### src/core/fth_pkg.sv
// constants for the fsk threshold and header capture register bank
package fth_pkg;
  // bus geometry
  localparam int          AXI_AW        = 12;
  localparam int          AXI_DW        = 32;
  localparam int          IDX_W         = 10;
  localparam int          IDX_LSB       = 2;
  // register indices, byte address is four times the index
  localparam logic [9:0]  IDX_MS_STATUS = 10'h168;
  localparam logic [9:0]  IDX_MS_CTRL   = 10'h169;
  localparam logic [9:0]  IDX_BUSY_THR  = 10'h16A;
  localparam logic [9:0]  IDX_FILT_THR  = 10'h16C;
  localparam logic [9:0]  IDX_HDR       = 10'h16E;
  localparam logic [9:0]  IDX_BANK_SEL  = 10'h180;
  localparam logic [9:0]  IDX_LVL_STAT  = 10'h181;
  // field layout
  localparam int          LVL_W         = 10;
  localparam int          HDR_W         = 5;
  localparam int          MS_W          = 16;
  localparam int          RANGE_SEL_BIT = 0;
  localparam int          PE_BIT        = 1;
  localparam int          BANK_SEL_BIT  = 0;
  localparam int          BUSY_BIT      = 0;
  localparam int          PASS_BIT      = 1;
  localparam int          LANE0_HI      = 7;
  localparam int          LANE1_LO      = 8;
  localparam int          HDR_DW_BIT    = 4;
  localparam int          HDR_FCS_BIT   = 3;
  localparam int          HDR_MS_BIT    = 0;
  // parity spans: bits 0..10 and bits 0..14
  localparam logic [15:0] SPAN_SHORT    = 16'h07FF;
  localparam logic [15:0] SPAN_LONG     = 16'h7FFF;
  // reset values
  localparam logic        MS_CTRL_RST   = 1'h0;
  localparam logic [9:0]  THR_RST       = 10'h200;
  localparam logic [4:0]  HDR_RST       = 5'h00;
  localparam logic        BANK_SEL_RST  = 1'h0;
  // responses
  localparam logic [1:0]  RESP_OKAY     = 2'h0;
  localparam logic [1:0]  RESP_SLVERR   = 2'h2;
  localparam logic [31:0] WORD_ZERO     = 32'h00000000;
endpackage

### src/core/fth_regs.sv
// register bank: parity span, level thresholds, header capture, axi4-lite slave
`timescale 1ns/1ps

// Functional notes
// - parity covers mode-switch bits 0..10 when range select is 0, 0..14 when 1.
// - during cca the channel is busy when level is at or above busy threshold.
// - thresholds are 10-bit two's complement, bit 9 sign, compared at 10 bits.
// - receive level filter passes only levels strictly above its threshold.
// - non mode-switch fsk frames load header bits 0..4 into capture register.
// - capture reads return the copy of the bank picked by bank select.
// - parity error flag is 1 on failed check over span, else 0.
module fth_regs
  import fth_pkg::*;
(
  input  wire logic              clk,
  input  wire logic              arst_n,
  input  wire logic              ce,
  input  wire logic [AXI_AW-1:0] s_axi_awaddr,
  input  wire logic              s_axi_awvalid,
  output logic                   s_axi_awready,
  input  wire logic [AXI_DW-1:0] s_axi_wdata,
  input  wire logic [3:0]        s_axi_wstrb,
  input  wire logic              s_axi_wvalid,
  output logic                   s_axi_wready,
  output logic [1:0]             s_axi_bresp,
  output logic                   s_axi_bvalid,
  input  wire logic              s_axi_bready,
  input  wire logic [AXI_AW-1:0] s_axi_araddr,
  input  wire logic              s_axi_arvalid,
  output logic                   s_axi_arready,
  output logic [AXI_DW-1:0]      s_axi_rdata,
  output logic [1:0]             s_axi_rresp,
  output logic                   s_axi_rvalid,
  input  wire logic              s_axi_rready,
  input  wire logic              ms_frame_valid,
  input  wire logic [MS_W-1:0]   ms_frame_bits,
  input  wire logic              cca_active,
  input  wire logic [LVL_W-1:0]  rx_level,
  input  wire logic              hdr_store,
  input  wire logic              hdr_is_ms,
  input  wire logic              hdr_bank,
  input  wire logic [HDR_W-1:0]  hdr_bits,
  output logic                   parity_error_flag,
  output logic                   channel_busy,
  output logic                   level_pass
);

  logic              aw_hold;
  logic [IDX_W-1:0]  aw_idx;
  logic              w_hold;
  logic [AXI_DW-1:0] w_data;
  logic [3:0]        w_strb;
  logic              parity_range_select;
  logic [LVL_W-1:0]  busy_threshold_value;
  logic [LVL_W-1:0]  filter_threshold_value;
  logic              bank_select;
  logic [HDR_W-1:0]  hdr_copy [2];

  logic              next_aw_hold;
  logic [IDX_W-1:0]  next_aw_idx;
  logic              next_w_hold;
  logic [AXI_DW-1:0] next_w_data;
  logic [3:0]        next_w_strb;
  logic              next_awready;
  logic              next_wready;
  logic              next_bvalid;
  logic [1:0]        next_bresp;
  logic              next_arready;
  logic              next_rvalid;
  logic [AXI_DW-1:0] next_rdata;
  logic [1:0]        next_rresp;
  logic              next_range_select;
  logic [LVL_W-1:0]  next_busy_thr;
  logic [LVL_W-1:0]  next_filt_thr;
  logic              next_bank_select;
  logic [HDR_W-1:0]  next_hdr_copy [2];
  logic              next_pe;
  logic              next_busy;
  logic              next_pass;
  logic              do_write;
  logic [IDX_W-1:0]  ar_idx;

  assign do_write = aw_hold && w_hold && !s_axi_bvalid;
  assign ar_idx   = s_axi_araddr[IDX_LSB +: IDX_W];

  function automatic logic lane_ok(input logic [IDX_W-1:0] idx);
    lane_ok = (idx == IDX_MS_STATUS) || (idx == IDX_MS_CTRL) || (idx == IDX_BUSY_THR)
           || (idx == IDX_FILT_THR) || (idx == IDX_HDR) || (idx == IDX_BANK_SEL)
           || (idx == IDX_LVL_STAT);
  endfunction

  // read mux, all unlisted bits read zero
  always_comb begin
    next_rdata = s_axi_rdata;
    next_rresp = s_axi_rresp;
    if (s_axi_arvalid && s_axi_arready) begin
      next_rdata = WORD_ZERO;
      next_rresp = lane_ok(ar_idx) ? RESP_OKAY : RESP_SLVERR;
      unique case (ar_idx)
        IDX_MS_STATUS: next_rdata[PE_BIT] = parity_error_flag;
        IDX_MS_CTRL:   next_rdata[RANGE_SEL_BIT] = parity_range_select;
        IDX_BUSY_THR:  next_rdata[LVL_W-1:0] = busy_threshold_value;
        IDX_FILT_THR:  next_rdata[LVL_W-1:0] = filter_threshold_value;
        IDX_HDR:       next_rdata[HDR_W-1:0] = hdr_copy[bank_select];
        IDX_BANK_SEL:  next_rdata[BANK_SEL_BIT] = bank_select;
        IDX_LVL_STAT: begin
          next_rdata[BUSY_BIT] = channel_busy;
          next_rdata[PASS_BIT] = level_pass;
        end
        default:       next_rdata = WORD_ZERO;
      endcase
    end
  end

  // axi handshakes
  always_comb begin
    next_aw_hold = aw_hold;
    next_aw_idx  = aw_idx;
    next_w_hold  = w_hold;
    next_w_data  = w_data;
    next_w_strb  = w_strb;
    next_bvalid  = s_axi_bvalid;
    next_bresp   = s_axi_bresp;
    next_rvalid  = s_axi_rvalid;
    if (s_axi_awvalid && s_axi_awready) begin
      next_aw_hold = 1'b1;
      next_aw_idx  = s_axi_awaddr[IDX_LSB +: IDX_W];
    end
    if (s_axi_wvalid && s_axi_wready) begin
      next_w_hold = 1'b1;
      next_w_data = s_axi_wdata;
      next_w_strb = s_axi_wstrb;
    end
    if (s_axi_bvalid && s_axi_bready) begin
      next_bvalid = 1'b0;
    end
    if (do_write) begin
      next_aw_hold = 1'b0;
      next_w_hold  = 1'b0;
      next_bvalid  = 1'b1;
      next_bresp   = lane_ok(aw_idx) ? RESP_OKAY : RESP_SLVERR;
    end
    if (s_axi_rvalid && s_axi_rready) begin
      next_rvalid = 1'b0;
    end
    if (s_axi_arvalid && s_axi_arready) begin
      next_rvalid = 1'b1;
    end
    next_awready = !next_aw_hold && !next_bvalid;
    next_wready  = !next_w_hold && !next_bvalid;
    next_arready = !next_rvalid;
  end

  // register writes, only implemented bits are kept
  always_comb begin
    next_range_select = parity_range_select;
    next_busy_thr     = busy_threshold_value;
    next_filt_thr     = filter_threshold_value;
    next_bank_select  = bank_select;
    if (do_write && w_strb[0]) begin
      unique case (aw_idx)
        IDX_MS_CTRL:  next_range_select = w_data[RANGE_SEL_BIT];
        IDX_BUSY_THR: next_busy_thr[LANE0_HI:0] = w_data[LANE0_HI:0];
        IDX_FILT_THR: next_filt_thr[LANE0_HI:0] = w_data[LANE0_HI:0];
        IDX_BANK_SEL: next_bank_select = w_data[BANK_SEL_BIT];
        default:      next_bank_select = bank_select;
      endcase
    end
    if (do_write && w_strb[1]) begin
      if (aw_idx == IDX_BUSY_THR) begin
        next_busy_thr[LVL_W-1:LANE1_LO] = w_data[LVL_W-1:LANE1_LO];
      end
      if (aw_idx == IDX_FILT_THR) begin
        next_filt_thr[LVL_W-1:LANE1_LO] = w_data[LVL_W-1:LANE1_LO];
      end
    end
  end

  // receive side status and capture
  always_comb begin
    next_pe          = parity_error_flag;
    next_hdr_copy[0] = hdr_copy[0];
    next_hdr_copy[1] = hdr_copy[1];
    if (ms_frame_valid) begin
      next_pe = ^(ms_frame_bits & (parity_range_select ? SPAN_LONG : SPAN_SHORT));
    end
    // signed codes in half-dBm steps
    next_busy = cca_active && ($signed(rx_level) >= $signed(busy_threshold_value));
    next_pass = $signed(rx_level) > $signed(filter_threshold_value);
    if (hdr_store && !hdr_is_ms) begin
      next_hdr_copy[hdr_bank] = hdr_bits;
    end
  end

  always_ff @(posedge clk or negedge arst_n) begin
    if (!arst_n) begin
      aw_hold                <= 1'b0;
      aw_idx                 <= '0;
      w_hold                 <= 1'b0;
      w_data                 <= WORD_ZERO;
      w_strb                 <= 4'h0;
      s_axi_awready          <= 1'b0;
      s_axi_wready           <= 1'b0;
      s_axi_bvalid           <= 1'b0;
      s_axi_bresp            <= RESP_OKAY;
      s_axi_arready          <= 1'b0;
      s_axi_rvalid           <= 1'b0;
      s_axi_rdata            <= WORD_ZERO;
      s_axi_rresp            <= RESP_OKAY;
      parity_range_select    <= MS_CTRL_RST;
      busy_threshold_value   <= THR_RST;
      filter_threshold_value <= THR_RST;
      bank_select            <= BANK_SEL_RST;
      hdr_copy[0]            <= HDR_RST;
      hdr_copy[1]            <= HDR_RST;
      parity_error_flag      <= 1'b0;
      channel_busy           <= 1'b0;
      level_pass             <= 1'b0;
    end else if (ce) begin
      aw_hold                <= next_aw_hold;
      aw_idx                 <= next_aw_idx;
      w_hold                 <= next_w_hold;
      w_data                 <= next_w_data;
      w_strb                 <= next_w_strb;
      s_axi_awready          <= next_awready;
      s_axi_wready           <= next_wready;
      s_axi_bvalid           <= next_bvalid;
      s_axi_bresp            <= next_bresp;
      s_axi_arready          <= next_arready;
      s_axi_rvalid           <= next_rvalid;
      s_axi_rdata            <= next_rdata;
      s_axi_rresp            <= next_rresp;
      parity_range_select    <= next_range_select;
      busy_threshold_value   <= next_busy_thr;
      filter_threshold_value <= next_filt_thr;
      bank_select            <= next_bank_select;
      hdr_copy[0]            <= next_hdr_copy[0];
      hdr_copy[1]            <= next_hdr_copy[1];
      parity_error_flag      <= next_pe;
      channel_busy           <= next_busy;
      level_pass             <= next_pass;
    end
  end
endmodule

### config.mk
export PLATFORM = sky130hd
export DESIGN_NAME = fth_regs
export DESIGN_NICKNAME = d
export VERILOG_FILES = /design/src/core/fth_pkg.sv /design/src/core/fth_regs.sv
export SDC_FILE = /design/constraint.sdc
export NUM_CORES = 1
export LEC_CHECK = 0
export ABC_AREA = 1
export BUFFER_PORTS_ARGS = -buffer_cell sky130_fd_sc_hd__buf_4
export CAP_MARGIN = 15
export CORE_MARGIN = 3
export CORE_UTILIZATION = 55
export CTS_CLUSTER_SIZE = 30
export DETAILED_ROUTE_END_ITERATION = 10
export PLACE_DENSITY_LB_ADDON = 0.08
export SKIP_LAST_GASP = 1
export SYNTH_ARGS = -nofsm -noshare
export SYNTH_HDL_FRONTEND = slang
export SYNTH_SLANG_ARGS = --single-unit
### constraint.sdc
create_clock -name clk -period 2.4 [get_ports clk]
set_input_delay 0.48 -clock clk [delete_from_list [all_inputs] [get_ports clk]]
set_output_delay 0.48 -clock clk [all_outputs]
set_load 0.005 [all_outputs]
# Word level (Yosys, flattened, before mapping)
# Index checks and enable logic that the tools add are counted.
totals:
  regBits: 78
  inputBits: 104
  output_inout_bits: 44
op_classes:
  magnitude_cmp: 5
  n_eq_ne: 14
  n_mux: 21
  n_bitwise: 3
  reduce_logical: 45
ops:
  columns: ["operator", "count"]
  rows:
  - ["equality test 10 x 9 -> 1 bit, second input constant", 14]
  - ["two-way mux 5 bit", 4]
  - ["AND reduction 3 bit", 6]
  - ["AND 16 x 15 -> 16 bit", 1]
  - ["parity 16 bit", 1]
  - ["two-way mux 15 bit", 1]
  - ["logical AND 1 bit", 14]
  - ["logical OR 1 bit", 12]
  - ["AND reduction 2 bit", 6]
  - ["bitwise mux 10 bit", 1]
  - ["greater-or-equal comparator 10 bit", 1]
  - ["greater-than comparator 10 bit", 1]
  - ["case mux 5 bit (2 select lines)", 1]
  - ["case mux 3 bit (3 select lines)", 1]
  - ["two-way mux 1 bit", 8]
  - ["logical NOT 1 bit", 6]
  - ["case mux 1 bit (6 select lines)", 1]
  - ["demux 5 bit (select 1 bit)", 1]
  - ["case mux 1 bit (5 select lines)", 1]
  - ["greater-or-equal comparator 2 bit, second input constant", 2]
  - ["two-way mux 2 bit", 2]
  - ["inverter 1 -> 2 bit", 2]
  - ["< comparator 2 x 1 -> 1 bit, second input constant", 1]

# Depth between registers and ports, before layout
depth:
  word_depth: 8
  mapped_depth: 14
  ltp_nobuf: 14

# Least setup slack after synthesis
# Ideal clock, no wire load.
synth_timing:
  kind: "register to register"
  startpoint: "reg filter_threshold_value[9]"
  endpoint: "reg level_pass"
  t_arrival_ns: 1.381
  slack_ns: 0.903
  path_stages_with_launch: 10
  path_buffers: 0
  synth_period_minus_slack_ns: 1.497
  path_cell_list: "dfstp_2 inv_1 ha_1 nand2_1 nor2_1 o211ai_1 nand4_1 nand2_1 nand2_1 nand2_1"
synth_between:
  elab_chain_len: 1
synth_rtl:
  columns: ["element", "line", "source"]
  rows:
  - ["start: declaration", "fth_regs.sv:55", "logic [LVL_W-1:0] filter_threshold_value;"]
  - ["start signal: assignment", "fth_regs.sv:235", "filter_threshold_value <= next_filt_thr;"]
  - ["greater-than comparator 10 bit", "fth_regs.sv:189", "next_pass = $signed(rx_level) > $signed(filter_threshold_value);"]
  - ["end signal: assignment", "fth_regs.sv:241", "level_pass <= next_pass;"]
  - ["end: declaration", "fth_regs.sv:45", "output logic level_pass"]
# No other way between the ends.
# A chain may end at the register's enable or synchronous reset.

# Worst setup path after layout
# Same ends and word-level chain as after synthesis.

==> qor.csv <==
metric,value,unit
CTS tree,done,
largest vdd supply drop,0.000481,V
Post-Syn Area,4650,µm²
most frequent CP cell,nand2_1,
Worst Path Arrival,1.92,ns
dpl hpwl,8320,µm
Worst Setup Start Kind,flip-flop,
Unique masters post-synth,38,
Die Y,97.9,µm
Vias/cell,4.93,
final WL,10800,µm
FF-to-FF Start,filter_threshold_value[9]$_DFFE_PN1P_,
Final Max Slew Viols,0,
Vias,4198,
XOR/XNOR Fraction of Synth Area,0.00566,
largest family of logic cells by synthesized area,simple AND/OR/NAND/NOR gates,
Layout area overhead,20.0,%
WP data required,2.65,ns
fin crit period,1.67,ns
Final Non-Filler Cells,851,
clk slew on worst S/H paths,0.09,ns
register area share after synthesis,0.410,
Setup WS pre-CTS,0.674,ns
largest area contributor in the netlist,dfrtp_1,
Setup CP Type,reg2reg,
vias in the first global route,4125,
total gr overflow,0,
clock latency on the worst-skew pair,0.36,ns
core area,7970,µm²
CP Capture Type,flip-flop,
clock buffer depth,2,
R2R setup slack,0.73,ns
dpl cells,835,
period utilization,0.694,
die width,97.9,µm
Synth async-reset ratio,1.00,
Final nets,868,
slew margin rel.,0.621,
clk_skew,0.0117,ns
area share of fa/ha/maj cells after synthesis,0.0539,
Num CTS Buffers,9,
drc violations,0,
FMAX,0.600,GHz
"top cells by count, synth","248 x nand2_1, 102 x inv_1, 74 x dfrtp_1, 34 x o21ai_0, 30 x nor2_1",
unrepaired setup endpoints after global routing,no,
Post-CTS Hold Buffers,0,
CTS root buf,clkbuf_8,
final worst setup slack,0.734,ns
hold crit path type,in2async,
dominant synthesized flop cell,dfrtp_1,
power after layout,3.62,mW
worst path cell trace,inv_1 > ha_1 > nand2_1 > nor2_1 > o211ai_1 > nand4_1 > nand2_1 > nand2_1 > nand2_1,
Ys Warns,0,
Die Footprint,9590,µm²
post_cts resized,0,
status,"complete, no violations",
post-synthesis compound-gate area fraction,0.0881,
max_cap viols,0,
port bufs,94,
# H-tree levels,3,
Antenna diodes,0,
Detailed Route Iter0 Violations,184,
Reg2Reg Depth,9,
DRT antenna net count,0,
GP Congestion,0.900,
Synth Area in Simple Gates,0.302,
"Max FO, Critical Path",3,
initial antenna violation count,0,
GRT Util Overall,0.238,
# setup viols final,0,
"FF+latch count, synth",76,
Slowest Stage Delay on Critical Path,0.52,ns
first-pass GRT wire length,18800,µm
fillcell total,696,
Lkg Pwr,3.12,nW
Synth area leaders,"dfrtp_1 40%, nand2_1 20%, inv_1 8.2%",
drt pass-1 iters,4,
Slew @ Worst Pin,0.569,ns
number of synthesized flops with an enable pin,0,
Final TNS setup,0,ns
Initial Utilization,0.583,
average wire per standard cell,12.7,µm
clk sinks,76,
Synth top area share,0.399,
PwrDens,649,nW/µm²
multiplexer share of the synthesized area,0.00242,
Final Hold Fails,0,
number of buffers added for setup after CTS,0,
Syn Inst Count,645,
cell with the most instances after synthesis,nand2_1,
mean post-synth cell area,7.20,µm²
largest net degree at the start of global routing,42,
CP max stage cell,dfstp_2,
Rows,32,
layout cells sized above 1,0.182,
RR Endpoint,level_pass$_DFFE_PN0P_,
I/O Pins,148,
worst max-delay path: cells and delay by family, from the launching register on:
kind | cells | cell delay (ns)
flops | 1 | 0.52
fa+ha+maj | 1 | 0.31
buf+inv | 1 | 0.06
simple gates | 6 | 0.53
compound gates | 1 | 0.14
how the worst max path moves through the flow:
| stage | start | endpoint | slack [ns] | depth (start not counted) |
|---|---|---|---|---|
| after global routing | s_axi_bvalid$_DFFE_PN0P_ | filter_threshold_value[7]$_DFFE_PN0P_ | 0.58 | 6 |
| after detailed placement | s_axi_araddr[6] | s_axi_rdata[4]$_DFFE_PN0P_ | 0.67 | 10 |
| final | filter_threshold_value[9]$_DFFE_PN1P_ | level_pass$_DFFE_PN0P_ | 0.73 | 9 |
| after global placement | s_axi_araddr[11] | s_axi_rdata[6]$_DFFE_PN0P_ | 0.68 | 8 |
| after CTS | filter_threshold_value[9]$_DFFE_PN1P_ | level_pass$_DFFE_PN0P_ | 0.75 | 9 |
| after floorplan | filter_threshold_value[9]$_DFFE_PN1P_ | level_pass$_DFFE_PN0P_ | 0.90 | 9 |
sequential cells by signal, summed over array words and instances (netlist names), 2 cells and up:
register	cells
w_data	10
filter_threshold_value	10
w_strb	2
busy_threshold_value	10
s_axi_rdata	10
hdr_copy	10
aw_idx	10
power by group:
group | switching [mW] | internal (mW)
clock network | 0.532 | 0.497
logic | 0.489 | 0.351
registers | 0.195 | 1.55
total | 1.22 | 2.40
cell usage in the layout, fill, tap and decap left out, types with 2 or more instances in the layout:
master	instances
buf_4	97
nand3_1	24
dfstp_2	2
clkinvlp_4	2
nand4_1	7
nor2_4	5
o211ai_1	5
conb_1	24
inv_2	3
xnor2_1	3
o21a_1	2
o21ai_0	34
clkbuf_8	9
ha_1	20
o22ai_1	5
nand3_2	3
nor2_1	30
dfrtp_1	74
nand2_1	248
a21oi_1	9
o21ai_1	14
nor2_2	2
inv_1	102
inv_6	2
o21ai_2	2
nor3_1	5
layout make-up:
type / instances / area (µm²) / area share
Clock buffer: 9 / 124 / 0.0222
Clock inverter: 7 / 82.6 / 0.0148
Inverter: 106 / 398 / 0.0713
Multi-Input combinational cell: 453 / 2190 / 0.393
Sequential cell: 76 / 1900 / 0.341
Tap cell: 102 / 128 / 0.0229
Timing Repair Buffer: 98 / 748 / 0.134
metal layers:
metal	GRT usage	routed length, µm	up-vias
met1	0.306	4750	1911
met5	0	0	-
met3	0.0450	616	14
li1	-	-	2148
met2	0.408	5270	125
met4	0.0692	156	0
stage by stage:
stage	cell area (µm²)	hold slack, ns	utilization
floorplan	4730	0.184	-
global placement	5370	0.468	0.674
detailed placement	5370	0.467	0.674
CTS	5580	0.124	0.700
global route	5580	0.142	0.700
finish	5580	0.121	0.700
kinds of logic after synthesis:
kind of cell / Yosys count
buffers and inverters: 139
flip-flops: 76
XOR/XNOR: 3
AND/OR/NAND/NOR: 331
multiplexers: 1
other: 1
AO/OA/AOI/OAI: 74
adder cells (fa/ha/maj): 20
(Power assumes the default switching activity.)
